<file path="src/include/afi_phy_params.svh">
// Constants for the PHY side of the controller-to-PHY link: widths, offsets,
// field positions, reset values and timing counts.
// Assumes a 100 MHz pclk and a full-rate, double-data-rate memory.
`ifndef AFI_PHY_PARAMS_SVH
`define AFI_PHY_PARAMS_SVH

// Ratios: rate (1/2/4), data rate (1/2), address rate (1/2)
`define AFI_RATE_RATIO 1
`define DATA_RATE_RATIO 2
`define ADDR_RATE_RATIO 1

// Memory-side sizes
`define MEM_ADDR_BITS 13
`define MEM_BANK_BITS 3
`define MEM_CS_COUNT 1
`define MEM_WDQS_GROUPS 1
`define MEM_CLK_PAIRS 1
`define MEM_DQ_BITS 8
`define MEM_DM_BITS 1

// Derived link widths
`define AFI_ADDR_W (`MEM_ADDR_BITS * `AFI_RATE_RATIO * `ADDR_RATE_RATIO)
`define AFI_BANK_W (`MEM_BANK_BITS * `AFI_RATE_RATIO * `ADDR_RATE_RATIO)
`define AFI_CTRL_W (`AFI_RATE_RATIO * `ADDR_RATE_RATIO)
`define AFI_CS_W (`MEM_CS_COUNT * `AFI_RATE_RATIO)
`define AFI_DQ_W (`MEM_DQ_BITS * `AFI_RATE_RATIO * `DATA_RATE_RATIO)
`define WRITE_BYTE_MASK_W (`MEM_DM_BITS * `AFI_RATE_RATIO * `DATA_RATE_RATIO)
`define AFI_WDQS_W (`MEM_WDQS_GROUPS * `AFI_RATE_RATIO)
`define LATENCY_FIELD_BITS 6
`define AFI_RLAT_W `LATENCY_FIELD_BITS
`define AFI_WLAT_W (`LATENCY_FIELD_BITS * `MEM_WDQS_GROUPS)

// Read return store
`define RD_MEM_AW 6
`define RD_MEM_DW (`AFI_DQ_W + 1)

// Timing
`define PCLK_PERIOD_NS 10
`define CAL_TIME_NS 1000
`define CAL_AFI_CYCLES ((`CAL_TIME_NS + 2 * `PCLK_PERIOD_NS - 1) / (2 * `PCLK_PERIOD_NS))
`define CAL_CNT_W 8

// APB register offsets
`define REG_CTRL 8'h00
`define REG_LATCFG 8'h04
`define REG_STATUS 8'h08
`define REG_IDENT 8'h0C

// Field positions
`define CTRL_FORCE_FAIL 0
`define CTRL_CAL_HOLD 1
`define LATCFG_RLAT_LSB 0
`define LATCFG_WLAT_LSB 6
`define STATUS_SUCCESS 0
`define STATUS_FAIL 1
`define STATUS_STATE_LSB 2
`define STATUS_RLAT_LSB 8
`define STATUS_WLAT_LSB 14

// Reset values; identity value is arbitrary
`define CTRL_RESET 2'h0
`define LATCFG_RESET 12'h104
`define IDENT_VALUE 32'h00C0_FFEE

`endif

</file>
<file path="src/include/afi_phy_pkg.sv">
// Types shared by the PHY link logic.
// Assumes afi_phy_params.svh supplies all numeric constants.
package afi_phy_pkg;

  // Sequencer states, Gray coded along hold, run, pass
  typedef enum logic [1:0] {
    CAL_HOLD = 2'h0,
    CAL_RUN = 2'h1,
    CAL_PASS = 2'h3,
    CAL_FAIL = 2'h2
  } cal_state_t;

endpackage

</file>
<file path="src/verilog/rd_return_mem.sv">
// Small store holding captured read words with their enable flags.
// Assumes one clock; read data comes out of a register one edge later.
`timescale 1ns/1ps
`default_nettype none

module rd_return_mem #(
  parameter int DW = 17,
  parameter int AW = 6
) (
  input wire logic clk, // Store clock
  input wire logic rst_n, // Async reset, clears read register only
  input wire logic we, // Write strobe
  input wire logic [AW-1:0] waddr, // Write address
  input wire logic [DW-1:0] wdata, // Write data
  input wire logic re, // Read strobe
  input wire logic [AW-1:0] raddr, // Read address
  output logic [DW-1:0] rdata // Registered read data
);

  logic [DW-1:0] mem [0:(1<<AW)-1];

  // Array has no reset; unwritten words read back as unknown
  always_ff @(posedge clk) begin
    if (we) begin
      mem[waddr] <= wdata;
    end
  end

  // Read register
  always_ff @(posedge clk or negedge rst_n) begin
    if (!rst_n) begin
      rdata <= '0;
    end else if (re) begin
      rdata <= mem[raddr];
    end
  end

endmodule

`default_nettype wire

</file>
<file path="src/verilog/afi_phy_core.sv">
// PHY end of the controller link: clocks, reset, command, write, read return
// and calibration status, plus an APB register window.
// Assumes the controller runs on afi_clk, which this block derives from pclk.
//
// The register addresses and the APB slave port were decided locally.
`timescale 1ns/1ps
`default_nettype none
`include "afi_phy_params.svh"

// Behaviour
// Rate ratio is 1, 2 or 4 relating link clock to memory clock.
// Data rate ratio is 1 for single, 2 for double data rate.
// Address rate ratio is 1 for single, 2 for double rate address.
// Address, bank, control and chip-select widths follow the ratio products.
// Data, mask and strobe-group widths follow the ratio products.
// Latency field is 6 bits; write latency is 6 bits per group.
// PHY drives the link clock; all link transfers use it.
// Optional half-rate clock output for the controller's bridge.
// PHY drives active-low async reset; controller synchronises it.
// Address and command lanes carry one value per link clock.
// Clock-disable stops driving the memory clock pair.
// Strobe-burst makes the PHY drive the group's strobe pair.
// Controller raises strobe-burst ahead of write-valid for the preamble.
// Data and mask drivers enabled only while write-valid is high.
// Write data and mask leave at double data rate.
// Read-enable is high only for wanted read beats.
// Full read-enable stays high for the whole read burst.
// Read-valid flags read data; data means nothing otherwise.
// Success flag on good calibration, failure flag otherwise.
// Calibration request holds the sequencer; release starts calibration.
// Report write latency per group, 0 to 63 link clocks.
// Report read latency, 0 to 63 link clocks.
// One value per lane per rising link clock edge.
// Low part of a wide bus goes to memory first.
// Success and failure never together; cleared during request or reset.
// Controller issues no reads or writes before calibration success.
module afi_phy_core (
  input wire logic pclk, // 100 MHz core clock
  input wire logic presetn, // Async reset, active low
  input wire logic [7:0] paddr, // APB address
  input wire logic psel, // APB select
  input wire logic penable, // APB access phase
  input wire logic pwrite, // APB direction
  input wire logic [31:0] pwdata, // APB write data
  output logic pready, // APB ready
  output logic [31:0] prdata, // APB read data
  output logic pslverr, // APB error, unmapped offset
  output logic afi_clk, // Link clock, pclk / 2
  output logic afi_half_clk, // Half of link clock
  output logic afi_reset_n, // Link reset, active low
  input wire logic [`AFI_ADDR_W-1:0] afi_addr, // Address lanes
  input wire logic [`AFI_BANK_W-1:0] afi_ba, // Bank lanes
  input wire logic [`AFI_CS_W-1:0] afi_cke, // Clock enable lanes
  input wire logic [`AFI_CS_W-1:0] afi_cs_n, // Chip select lanes
  input wire logic [`AFI_CTRL_W-1:0] afi_ras_n, // Row strobe lane
  input wire logic [`AFI_CTRL_W-1:0] afi_cas_n, // Column strobe lane
  input wire logic [`AFI_CTRL_W-1:0] afi_we_n, // Write enable lane
  input wire logic [`AFI_CTRL_W-1:0] afi_rst_n, // Memory reset lane
  input wire logic [`AFI_CS_W-1:0] afi_odt, // Termination lanes
  input wire logic [`MEM_CLK_PAIRS-1:0] afi_mem_clk_disable, // Memory clock stop
  input wire logic [`AFI_WDQS_W-1:0] afi_dqs_burst, // Strobe drive per group
  input wire logic [`AFI_WDQS_W-1:0] afi_wdata_valid, // Write valid per group
  input wire logic [`AFI_DQ_W-1:0] afi_wdata, // Write data, low half first
  input wire logic [`WRITE_BYTE_MASK_W-1:0] write_byte_mask, // Write mask, low half first
  input wire logic [`AFI_RATE_RATIO-1:0] afi_rdata_en, // Wanted read beats
  input wire logic [`AFI_RATE_RATIO-1:0] afi_rdata_en_full, // Whole read burst
  output logic [`AFI_DQ_W-1:0] afi_rdata, // Read data
  output logic [`AFI_RATE_RATIO-1:0] afi_rdata_valid, // Read data valid
  output logic afi_cal_success, // Calibration passed
  output logic afi_cal_fail, // Calibration failed
  input wire logic afi_cal_req, // Hold sequencer in reset
  output logic [`AFI_WLAT_W-1:0] afi_wlat, // Write latency per group
  output logic [`AFI_RLAT_W-1:0] afi_rlat, // Read latency
  output logic [`MEM_CLK_PAIRS-1:0] mem_ck, // Memory clock
  output logic [`MEM_CLK_PAIRS-1:0] mem_ck_n, // Memory clock complement
  output logic [`MEM_CLK_PAIRS-1:0] mem_ck_oe_n, // Clock driver enable, low drives
  output logic [`MEM_ADDR_BITS-1:0] mem_addr, // Memory address
  output logic [`MEM_BANK_BITS-1:0] mem_ba, // Memory bank
  output logic [`MEM_CS_COUNT-1:0] mem_cke, // Memory clock enable
  output logic [`MEM_CS_COUNT-1:0] mem_cs_n, // Memory chip select
  output logic mem_ras_n, // Memory row strobe
  output logic mem_cas_n, // Memory column strobe
  output logic mem_we_n, // Memory write enable
  output logic mem_rst_n, // Memory reset
  output logic [`MEM_CS_COUNT-1:0] mem_odt, // Memory termination
  output logic [`MEM_DQ_BITS-1:0] mem_dq_out, // Data pin drive value
  output logic [`MEM_DQ_BITS-1:0] mem_dq_oe_n, // Data driver enable, low drives
  input wire logic [`MEM_DQ_BITS-1:0] mem_dq_in, // Data pin level
  output logic [`MEM_DM_BITS-1:0] mem_dm_out, // Mask pin drive value
  output logic [`MEM_DM_BITS-1:0] mem_dm_oe_n, // Mask driver enable, low drives
  output logic [`MEM_WDQS_GROUPS-1:0] mem_dqs_out, // Strobe drive value
  output logic [`MEM_WDQS_GROUPS-1:0] mem_dqs_n_out, // Strobe complement value
  output logic [`MEM_WDQS_GROUPS-1:0] mem_dqs_oe_n // Strobe driver enable, low drives
);

  // derived widths
  localparam int DQG = `MEM_DQ_BITS / `MEM_WDQS_GROUPS;
  localparam int DMG = `MEM_DM_BITS / `MEM_WDQS_GROUPS;

  logic afi_clk_q;
  logic half_q;
  logic rise_en;
  logic [1:0] rst_sync_q;
  afi_phy_pkg::cal_state_t st_q;
  logic [`CAL_CNT_W-1:0] cal_cnt_q;
  logic succ_q;
  logic fail_q;
  logic [`AFI_RLAT_W-1:0] rlat_q;
  logic [`AFI_WLAT_W-1:0] wlat_q;
  logic [1:0] ctrl_q;
  logic [11:0] latcfg_q;
  logic [31:0] prdata_q;
  logic err_q;
  logic [`MEM_CLK_PAIRS-1:0] ck_oe_n_q;
  logic [`MEM_DQ_BITS-1:0] dq_s1_q;
  logic [`MEM_DQ_BITS-1:0] dq_s2_q;
  logic [`MEM_DQ_BITS-1:0] rd_lo_q;
  logic [`RD_MEM_AW-1:0] wptr_q;
  logic [`RD_MEM_AW-1:0] rlat_eff;
  logic [`RD_MEM_DW-1:0] rd_word;
  logic cal_hold_req;

  // Link clock from a divider; rise_en marks the pclk edge where it rises
  assign rise_en = ~afi_clk_q;
  assign afi_clk = afi_clk_q;
  assign afi_half_clk = half_q;

  // link clock divider
  always_ff @(posedge pclk or negedge presetn) begin
    if (!presetn) begin
      afi_clk_q <= 1'b0;
    end else begin
      afi_clk_q <= ~afi_clk_q;
    end
  end

  // half clock toggle
  always_ff @(posedge pclk or negedge presetn) begin
    if (!presetn) begin
      half_q <= 1'b0;
    end else if (rise_en) begin
      half_q <= ~half_q;
    end
  end

  // reset out, released two edges after presetn
  always_ff @(posedge pclk or negedge presetn) begin
    if (!presetn) begin
      rst_sync_q <= 2'h0;
    end else begin
      rst_sync_q <= {rst_sync_q[0], 1'b1};
    end
  end
  assign afi_reset_n = rst_sync_q[1];

  // command lanes taken once per link clock
  always_ff @(posedge pclk or negedge presetn) begin
    if (!presetn) begin
      mem_addr <= '0;
      mem_ba <= '0;
      mem_cke <= '0;
      mem_cs_n <= '1;
      mem_ras_n <= 1'b1;
      mem_cas_n <= 1'b1;
      mem_we_n <= 1'b1;
      mem_rst_n <= 1'b0;
      mem_odt <= '0;
      ck_oe_n_q <= '0;
    end else if (rise_en) begin
      mem_addr <= afi_addr;
      mem_ba <= afi_ba;
      mem_cke <= afi_cke;
      mem_cs_n <= afi_cs_n;
      mem_ras_n <= afi_ras_n[0];
      mem_cas_n <= afi_cas_n[0];
      mem_we_n <= afi_we_n[0];
      mem_rst_n <= afi_rst_n[0];
      mem_odt <= afi_odt;
      ck_oe_n_q <= afi_mem_clk_disable;
    end
  end

  // memory clock follows link clock; disable releases the pair
  assign mem_ck = {`MEM_CLK_PAIRS{afi_clk_q}};
  assign mem_ck_n = {`MEM_CLK_PAIRS{~afi_clk_q}};
  assign mem_ck_oe_n = ck_oe_n_q;

  // Write path, one copy per strobe group
  genvar g;
  generate
    for (g = 0; g < `MEM_WDQS_GROUPS; g++) begin : g_wgrp
      logic [DQG-1:0] dq_q;
      logic [DQG-1:0] dq_hi_q;
      logic [DQG-1:0] dq_oe_n_q;
      logic [DMG-1:0] dm_q;
      logic [DMG-1:0] dm_hi_q;
      logic [DMG-1:0] dm_oe_n_q;
      logic dqs_q;
      logic dqs_n_q;
      logic dqs_oe_n_q;
      // low half in high phase, high half in low phase
      always_ff @(posedge pclk or negedge presetn) begin
        if (!presetn) begin
          dq_q <= '0;
          dq_hi_q <= '0;
          dm_q <= '0;
          dm_hi_q <= '0;
        end else if (rise_en) begin
          dq_q <= afi_wdata[g*DQG +: DQG];
          dq_hi_q <= afi_wdata[`MEM_DQ_BITS + g*DQG +: DQG];
          dm_q <= write_byte_mask[g*DMG +: DMG];
          dm_hi_q <= write_byte_mask[`MEM_DM_BITS + g*DMG +: DMG];
        end else begin
          dq_q <= dq_hi_q;
          dm_q <= dm_hi_q;
        end
      end
      // drivers on only while write valid
      always_ff @(posedge pclk or negedge presetn) begin
        if (!presetn) begin
          dq_oe_n_q <= '1;
          dm_oe_n_q <= '1;
        end else if (rise_en) begin
          dq_oe_n_q <= {DQG{~afi_wdata_valid[g]}};
          dm_oe_n_q <= {DMG{~afi_wdata_valid[g]}};
        end
      end
      // strobe pair driven during burst; low before valid gives preamble
      always_ff @(posedge pclk or negedge presetn) begin
        if (!presetn) begin
          dqs_q <= 1'b0;
          dqs_n_q <= 1'b1;
          dqs_oe_n_q <= 1'b1;
        end else if (rise_en) begin
          dqs_q <= afi_wdata_valid[g];
          dqs_n_q <= ~afi_wdata_valid[g];
          dqs_oe_n_q <= ~afi_dqs_burst[g];
        end else begin
          dqs_q <= 1'b0;
          dqs_n_q <= 1'b1;
        end
      end
      assign mem_dq_out[g*DQG +: DQG] = dq_q;
      assign mem_dq_oe_n[g*DQG +: DQG] = dq_oe_n_q;
      assign mem_dm_out[g*DMG +: DMG] = dm_q;
      assign mem_dm_oe_n[g*DMG +: DMG] = dm_oe_n_q;
      assign mem_dqs_out[g] = dqs_q;
      assign mem_dqs_n_out[g] = dqs_n_q;
      assign mem_dqs_oe_n[g] = dqs_oe_n_q;
    end
  endgenerate

  // Pin levels pass two flops before capture
  always_ff @(posedge pclk or negedge presetn) begin
    if (!presetn) begin
      dq_s1_q <= '0;
      dq_s2_q <= '0;
    end else begin
      dq_s1_q <= mem_dq_in;
      dq_s2_q <= dq_s1_q;
    end
  end

  // first beat of a link cycle lands in the low half
  always_ff @(posedge pclk or negedge presetn) begin
    if (!presetn) begin
      rd_lo_q <= '0;
      wptr_q <= '0;
    end else if (rise_en) begin
      wptr_q <= wptr_q + 1'b1;
    end else begin
      rd_lo_q <= dq_s2_q;
    end
  end

  // valid flag rides with the word; only enabled beats inside a burst
  assign rd_word = {afi_rdata_en[0] & afi_rdata_en_full[0], dq_s2_q, rd_lo_q};
  // return delay follows reported latency; zero acts as one
  assign rlat_eff = (rlat_q == '0) ? `RD_MEM_AW'(1) : rlat_q;

  rd_return_mem #(
    .DW(`RD_MEM_DW),
    .AW(`RD_MEM_AW)
  ) u_rd_mem (
    .clk(pclk),
    .rst_n(presetn),
    .we(rise_en),
    .waddr(wptr_q),
    .wdata(rd_word),
    .re(rise_en),
    .raddr(wptr_q - rlat_eff),
    .rdata({afi_rdata_valid[0], afi_rdata})
  );

  // Software hold acts like a controller request
  assign cal_hold_req = afi_cal_req | ctrl_q[`CTRL_CAL_HOLD];

  // sequencer, stepped once per link clock
  always_ff @(posedge pclk or negedge presetn) begin
    if (!presetn) begin
      st_q <= afi_phy_pkg::CAL_HOLD;
      cal_cnt_q <= '0;
      succ_q <= 1'b0;
      fail_q <= 1'b0;
      rlat_q <= '0;
      wlat_q <= '0;
    end else if (rise_en) begin
      if (cal_hold_req) begin
        // both flags clear while held
        st_q <= afi_phy_pkg::CAL_HOLD;
        cal_cnt_q <= '0;
        succ_q <= 1'b0;
        fail_q <= 1'b0;
      end else begin
        case (st_q)
          afi_phy_pkg::CAL_HOLD: begin
            st_q <= afi_phy_pkg::CAL_RUN;
          end
          afi_phy_pkg::CAL_RUN: begin
            if (cal_cnt_q == `CAL_CNT_W'(`CAL_AFI_CYCLES - 1)) begin
              if (ctrl_q[`CTRL_FORCE_FAIL]) begin
                st_q <= afi_phy_pkg::CAL_FAIL;
                fail_q <= 1'b1;
              end else begin
                // latencies fixed at pass
                st_q <= afi_phy_pkg::CAL_PASS;
                succ_q <= 1'b1;
                rlat_q <= latcfg_q[`LATCFG_RLAT_LSB +: `AFI_RLAT_W];
                wlat_q <= latcfg_q[`LATCFG_WLAT_LSB +: `AFI_WLAT_W];
              end
            end else begin
              cal_cnt_q <= cal_cnt_q + 1'b1;
            end
          end
          default: begin
            st_q <= st_q;
          end
        endcase
      end
    end
  end
  assign afi_cal_success = succ_q;
  assign afi_cal_fail = fail_q;
  assign afi_rlat = rlat_q;
  assign afi_wlat = wlat_q;

  // APB: zero wait states, decode registered in the setup cycle
  assign pready = 1'b1;
  assign prdata = prdata_q;
  assign pslverr = psel & penable & err_q;

  always_ff @(posedge pclk or negedge presetn) begin
    if (!presetn) begin
      prdata_q <= 32'h0000_0000;
      err_q <= 1'b0;
    end else if (psel && !penable) begin
      err_q <= 1'b0;
      prdata_q <= 32'h0000_0000;
      if (paddr == `REG_CTRL) begin
        prdata_q[1:0] <= ctrl_q;
      end else if (paddr == `REG_LATCFG) begin
        prdata_q[11:0] <= latcfg_q;
      end else if (paddr == `REG_STATUS) begin
        prdata_q[`STATUS_SUCCESS] <= succ_q;
        prdata_q[`STATUS_FAIL] <= fail_q;
        prdata_q[`STATUS_STATE_LSB +: 2] <= st_q;
        prdata_q[`STATUS_RLAT_LSB +: `AFI_RLAT_W] <= rlat_q;
        prdata_q[`STATUS_WLAT_LSB +: `AFI_WLAT_W] <= wlat_q;
      end else if (paddr == `REG_IDENT) begin
        prdata_q <= `IDENT_VALUE;
      end else begin
        err_q <= 1'b1;
      end
    end
  end

  // Writable registers; read-only offsets ignore writes
  always_ff @(posedge pclk or negedge presetn) begin
    if (!presetn) begin
      ctrl_q <= `CTRL_RESET;
      latcfg_q <= `LATCFG_RESET;
    end else if (psel && penable && pwrite) begin
      if (paddr == `REG_CTRL) begin
        ctrl_q <= pwdata[1:0];
      end else if (paddr == `REG_LATCFG) begin
        latcfg_q <= pwdata[11:0];
      end
    end
  end
endmodule

`default_nettype wire

</file>
<file path="config.mk">
export PLATFORM = sky130hd
export DESIGN_NAME = afi_phy_core
export DESIGN_NICKNAME = d
export VERILOG_FILES = /design/src/include/afi_phy_pkg.sv /design/src/verilog/rd_return_mem.sv /design/src/verilog/afi_phy_core.sv
export VERILOG_INCLUDE_DIRS = /design/src /design/src/include
export SDC_FILE = /design/constraint.sdc
export NUM_CORES = 1
export LEC_CHECK = 0
export BUFFER_PORTS_ARGS = -buffer_cell sky130_fd_sc_hd__buf_4
export CORE_ASPECT_RATIO = 1.1
export CORE_MARGIN = 2
export CORE_UTILIZATION = 38
export DETAILED_ROUTE_END_ITERATION = 7
export GPL_ROUTABILITY_DRIVEN = 0
export PLACE_DENSITY_LB_ADDON = 0.1
export SLEW_MARGIN = 10
export SYNTH_ARGS = -nofsm -noshare
export SYNTH_HDL_FRONTEND = slang
export SYNTH_SLANG_ARGS = --single-unit
</file>
<file path="constraint.sdc">
create_clock -name pclk -period 3.4 [get_ports pclk]
set_clock_uncertainty 0.2 [all_clocks]
set_input_delay 0.17 -clock pclk [delete_from_list [all_inputs] [get_ports pclk]]
set_output_delay 0.17 -clock pclk [all_outputs]
set_load 0.01 [all_outputs]
</file>
Yosys cells after proc, flatten, opt, wreduce, memory -nomap -nowiden
Memory sizes are Yosys's and may differ from the RTL's. A register that Yosys moved wholly into a read port is not among the register bits.
Cells that the tools add are included.
Operators by class
  $add $sub $neg: 3
  eq/ne operators: 8
  mux-type cells: 34
  bitwise logic cells: 11
  reduce and logical (&&, ||, !) cells: 20
Operators by type and width (count)
  2-to-1 mux 12 bit: 3
  2-to-1 mux 8 bit: 4
  2-to-1 mux 30 bit: 1
  2-to-1 mux 24 bit: 1
  2-to-1 mux 1 bit: 17
  == test 8 x 4 -> 1 bit (second input constant): 2
  2-to-1 mux 4 bit: 3
  AND reduction 3 bit: 3
  adder 8 x 1 -> 8 bit (second input constant): 1
  == test 8 x 3 -> 1 bit (second input constant): 1
  == test 8 x 6 -> 1 bit (second input constant): 1
  zero test 8 bit: 1
  AND reduction 4 bit: 2
  inverter 1 bit: 7
  adder 6 x 1 -> 6 bit (second input constant): 1
  zero test 6 bit: 1
  2-to-1 mux 2 bit: 3
  2-to-1 mux 6 bit: 1
  nonzero test 2 bit: 3
  subtractor 6 bit: 1
  AND reduction 5 bit: 1
  one-hot mux 2 bit (2 select lines): 1
  AND 1 bit: 3
  logical AND 1 bit: 3
  9 further kinds: 11
Word-level totals
  bits in registers: 152
  bits in writable memories: 1088
  input bits: 100
  output and inout bits: 115
  logic and storage cells: 113
  memories: 1
Memory list
  u_rd_mem.mem: depth 64, width 17, rd ports 1, clocked after memory_dff 1, write ports 1, line rd_return_mem.sv:20  | logic [DW-1:0] mem [0:(1<<AW)-1];

Logic depth before layout (Yosys ltp)
  word-level depth: 5
  gate-level depth with buffers: 13

Hierarchy
Synthesis repeated with hierarchy kept, for this count alone.
Unflattened totals
  cell total of the unflattened synthesis: 2583
  area, all modules: 48866.9 um2
By module, submodules not included
  rd_return_mem: instances 1, cells an instance 2094, area each 42906.2 um2, seq. area each 33096.7 um2
  afi_phy_core: instances 1, cells an instance 489, area each 5960.7 um2, seq. area each 3514.6 um2

Least setup slack after synthesis
Ideal clock, no wire load.
  path type: flip-flop to flip-flop
  start point: register rlat_q[5], in the netlist afi_rlat[5]
  end point: register u_rd_mem.rdata[0] (read register of u_rd_mem.mem)
  library setup time: 142 ps
  data arrival time: 2837 ps
  required time: 3058 ps
  slack: 221 ps
  cell stages (with the launch flop): 11
  buffers on the path: 3
  cell sequence: dfrtp_1 nor2_1 a41o_1 ha_1 fa_1 buf_2 buf_2 clkbuf_1 mux4_2 a311oi_1 o2111ai_1
On the way
  word-level cells in the longest chain between the ends: 3
Ends and longest elaborated chain
  start: declaration: line afi_phy_core.sv:108  | logic [`AFI_RLAT_W-1:0] rlat_q;
  start signal: assignment: line afi_phy_core.sv:328  | rlat_q <= latcfg_q[`LATCFG_RLAT_LSB +: `AFI_RLAT_W];
  zero test 6 bit: line afi_phy_core.sv:279  | assign rlat_eff = (rlat_q == '0) ? `RD_MEM_AW'(1) : rlat_q;
  2-to-1 mux 6 bit (*): line afi_phy_core.sv:279
  subtractor 6 bit (*): line afi_phy_core.sv:291  | .raddr(wptr_q - rlat_eff),
  end: declaration: line rd_return_mem.sv:17  | output logic [DW-1:0] rdata
Mark *: on every way between the ends. The rest lies on a longest branch, timed or not.
A chain may end at the register's enable or synchronous reset.

Worst setup path after layout
  start point: register rlat_q[1], in the netlist afi_rlat[1]
  end point: register u_rd_mem.rdata[10] (read register of u_rd_mem.mem)
Same word-level chain as after synthesis.

==> results.yml <==
global_route:
  antenna_found_initial: 4
  grt_remaining_overflow: 0
  track_usage_pct: 21.0
  grt_start_max_net_pins: 73
  grt_pass1_wl_um: 192000
  grt_pass1_vias: 26900
critical_path:
  cp_num_buf_inv: 5
  cp.required_ps: 3820
  path_max_fanout: 7
  cp.arrival_ps: 4150
  slowest_delay_ps: 810
  crit_chain: "inv_2 > a41o_4 > ha_4 > fa_4 > clkbuf_16 > buf_12 > mux4_2 > mux2i_2 > buf_4 > a32oi_1 > buf_4 > nand4_1 > o2111ai_2"
  crit_family: "adder cells"
  path_class: "reg2reg"
  cp-end-kind: "flop"
  critical_path.slowest_cell: "fa_4"
  critPathLaunchType: "flop"
  crit_top_cell: "buf_4"
floorplan:
  die_height_um: 377
  initial_core_util_pct: 38.4
  dieArea_um2: 129000
  die_x_um: 343
  io-pin-count: 215
  rows: 136
  core_um2: 125000
sta:
  setup_ws_ps: -332
  rsz0062_at_grt: "yes"
  clock.fmax_mhz: 268
  max_slew.worst_pin.slew_ps: 1210
  layout_min_cycle_time_ps: 3730
  slew_viol_final: 0
  hold_violations: 0
  finalCritPeriodShare_pct: 110
  final-setup-viol-count: 17
  maxSlewHeadroom_pct: 19.1
synth:
  synthArstFlopShare_pct: 12.6
  synth-simple-area-share_pct: 4.29
  synth_common_cells: "1,088 x edfxtp_1, 272 x mux4_2, 254 x nand2_1, 148 x dfrtp_1, 98 x nor2_1"
  netlist_area_um2: 48000
  yosysMostFrequentCell: "edfxtp_1"
  yosys.area.top_type: "edfxtp_1"
  muxShareOfSynthArea_pct: 14.5
  yosysSeqAreaShare_pct: 76.2
  ys_ff_latch: 1245
  synth-xor-area-share_pct: 0.292
  postSynthAreaPerCell_um2: 19.4
  synthTopCellsByArea: "edfxtp_1 68%, mux4_2 13%, dfrtp_1 7.7%, nand2_1 2.0%, mux2_2 1.2%"
  synth_edf_count: 1088
  yosysTopAreaCellShare_pct: 68.0
  synth_top_family_by_area: "multiplexers"
  ys.flop_type: "edfxtp_1"
  yosys_warnings: 0
  yosysUniqueCellTypes: 57
  synthCells: 2474
  synth-adder-area-share_pct: 0.250
  synth_compound_area_share_pct: 2.71
detailed_routing:
  drt_iter0_drc: 2376
  via_count: 25900
  wl_per_cell_um: 27.9
  dr.pass1.iters: 5
  ant_nets: 0
  drcViolationCount: 0
  via_per_inst: 5.34
  routed_wl_um: 135000
clocking:
  cts_buffers: 133
  cts_max_level: 4
  cts.clk_slew.worst_paths_ps: 60
  clock_latency_ps: 770
  cts_max_path_buffers: 3
  cts-root-buf: "clkbuf_16"
  cts_tree: "built"
  clkSinkCount: 1245
power_and_ir_drop:
  clockPowerShare_pct: 46.9
  p_seq_share_pct: 51.5
  p_leak_nw: 20.5
  irDropWorstVdd_mv: 0.492
  comb_power_share_pct: 1.7
  p_int_mw: 26.3
  p_per_area_nw_per_um2: 542
  switching_power_mw: 6.50
  p_sw_share_pct: 19.8
job:
  max_cap_violations: 0
outcome:
  outcome: "finished with violations"
  violations: "setup timing"
layout:
  fillers: 10500
  areaGrowthSynthToFinish_pct: 25.9
  instances_no_fill: 4849
  fin_nets: 3190
  drive_gt1_share_pct: 34.8
placement:
  numPortBuffers: 183
  preCtsSetupSlack_ps: -692
  hpwl_um: 80600
  place_inst: 4414
hold_path:
  worstHoldPathType: "in2reg"
-- routing by layer --
metal | vias up | share of wire, % | track usage [%]
li1 | 11100 | - | -
met1 | 13800 | 42 | 28.4
met2 | 838 | 49 | 34.3
met3 | 164 | 5.9 | 4.09
met4 | 0 | 2.7 | 6.82
met5 | - | 0 | 0
-- cells in the final DEF (no fill, tap or decap), types with 18 or more instances in the layout --
master / netlist / final
mux4_2: 272 / 272
nand2_1: 254 / 241
clkinv_1: 1 / 23
clkbuf_1: 68 / 25
buf_4: 23 / 389
nand4_1: 19 / 19
edfxtp_1: 1088 / 1088
inv_1: 30 / 27
mux2_2: 52 / 52
nor2_1: 98 / 97
o21ai_0: 51 / 51
a21oi_1: 62 / 40
nand3_1: 43 / 37
a21oi_2: 1 / 18
clkbuf_16: 0 / 143
buf_12: 0 / 44
dfrtp_1: 148 / 131
a21o_1: 18 / 18
bufinv_16: 0 / 22
dlygate4sd3_1: 0 / 150
-- stage by stage --
step	utilization, %	hold slack [ps]	TNS [ps]	instance area (um2)	power [mW]
5_1_grt	48.3	45.7	-5030	60500	33.8
6_report	48.3	52.6	-3800	60500	32.8
2_1_floorplan	-	-326	0	48100	17.2
4_1_cts	48.0	1.71	-3440	60100	33.1
3_5_place_dp	42.5	80.3	-7350	53300	17.6
3_3_place_gp	42.5	80.1	-7440	53300	17.6
-- final timing paths --
kind | from | endpoint | slack [ps] | cells past startpoint
min in group asynchronous | presetn | latcfg_q[2]$_DFFE_PN1P_ | 520 | 3
max in group asynchronous | presetn | dq_s2_q[4]$_DFF_PN0_ | 1840 | 4
worst min-delay path | afi_wdata[9] | g_wgrp[0].dq_hi_q[1]$_DFFE_PN0N_ | 50 | 4
worst max-delay path | afi_rlat[1]$_DFFE_PN0P_ | u_rd_mem.rdata[10]$_DFFE_PN0N_ | -330 | 13
worst min register to register | dq_s1_q[7]$_DFF_PN0_ | dq_s2_q[7]$_DFF_PN0_ | 150 | 0
worst max register to register | afi_rlat[1]$_DFFE_PN0P_ | u_rd_mem.rdata[10]$_DFFE_PN0N_ | -330 | 13
-- flip-flops by register name (all words and copies together), names as in the netlist, 6 cells and up --
name and count:
wptr_q 6, u_rd_mem.rdata 17, dq_s1_q 8, mem_addr 13, u_rd_mem.mem 1088, prdata 21, afi_rlat 6, dq_s2_q 8
g_wgrp.dq_hi_q 8, rd_lo_q 8, afi_wlat 6, mem_dq_out 8, latcfg_q 12, cal_cnt_q 8
-- area by class of cell --
| cell class | count | area, um2 | area share, % |
|---|---|---|---|
| inverter | 31 | 116 | 0.192 |
| multi-input combinational | 1057 | 11100 | 18.4 |
| clock inverter | 72 | 973 | 1.61 |
| clock buffer | 173 | 3680 | 6.08 |
| tap | 1656 | 2070 | 3.43 |
| timing repair buffer | 613 | 5830 | 9.65 |
| antenna | 2 | 5.00 | 0.00828 |
| sequential | 1245 | 36600 | 60.6 |
-- power groups by stage --
| stage | combinational, mW | clock [mW] | sequential (mW) |
|---|---|---|---|
| after global placement | 0.395 | 0 | 17.2 |
| final | 0.542 | 15.4 | 16.9 |
| after global routing | 0.591 | 16.3 | 16.9 |
| after CTS | 0.543 | 15.7 | 16.9 |
| after detailed placement | 0.408 | 0 | 17.2 |
| after floorplan | 0.0889 | 0 | 17.1 |
-- worst reg2reg max path, cell delays in order (launching register included) --
cell and delay [ps]:
dfrtp_1 360, inv_2 50, a41o_4 300, ha_4 170, fa_4 810, clkbuf_16 190, buf_12 140, mux4_2 360
mux2i_2 220, buf_4 140, a32oi_1 50, buf_4 170, nand4_1 290, o2111ai_2 150
-- timing repair --
| action | in CTS | in global routing |
|---|---|---|
| endpoints found under the setup margin | 17 | 18 |
| cloned | 4 | 5 |
| resized for setup | 84 | 38 |
| endpoints found under the hold margin | 267 | 5 |
| setup buffers | 20 | 14 |
| pin swaps | 24 | 13 |
| hold buffers | 148 | 4 |
-- cell families (layout without fill, tap and decap cells) --
| kind of cell | after synthesis | after routing |
|---|---|---|
| mux | 348 | 348 |
| fa+ha+maj | 9 | 9 |
| flops | 1245 | 1245 |
| compound gates | 201 | 201 |
| xor+xnor | 16 | 16 |
| buf+inv | 182 | 889 |
| simple gates | 471 | 471 |
| other cells | 2 | 14 |
No activity file was read; power rests on OpenSTA's default activity.
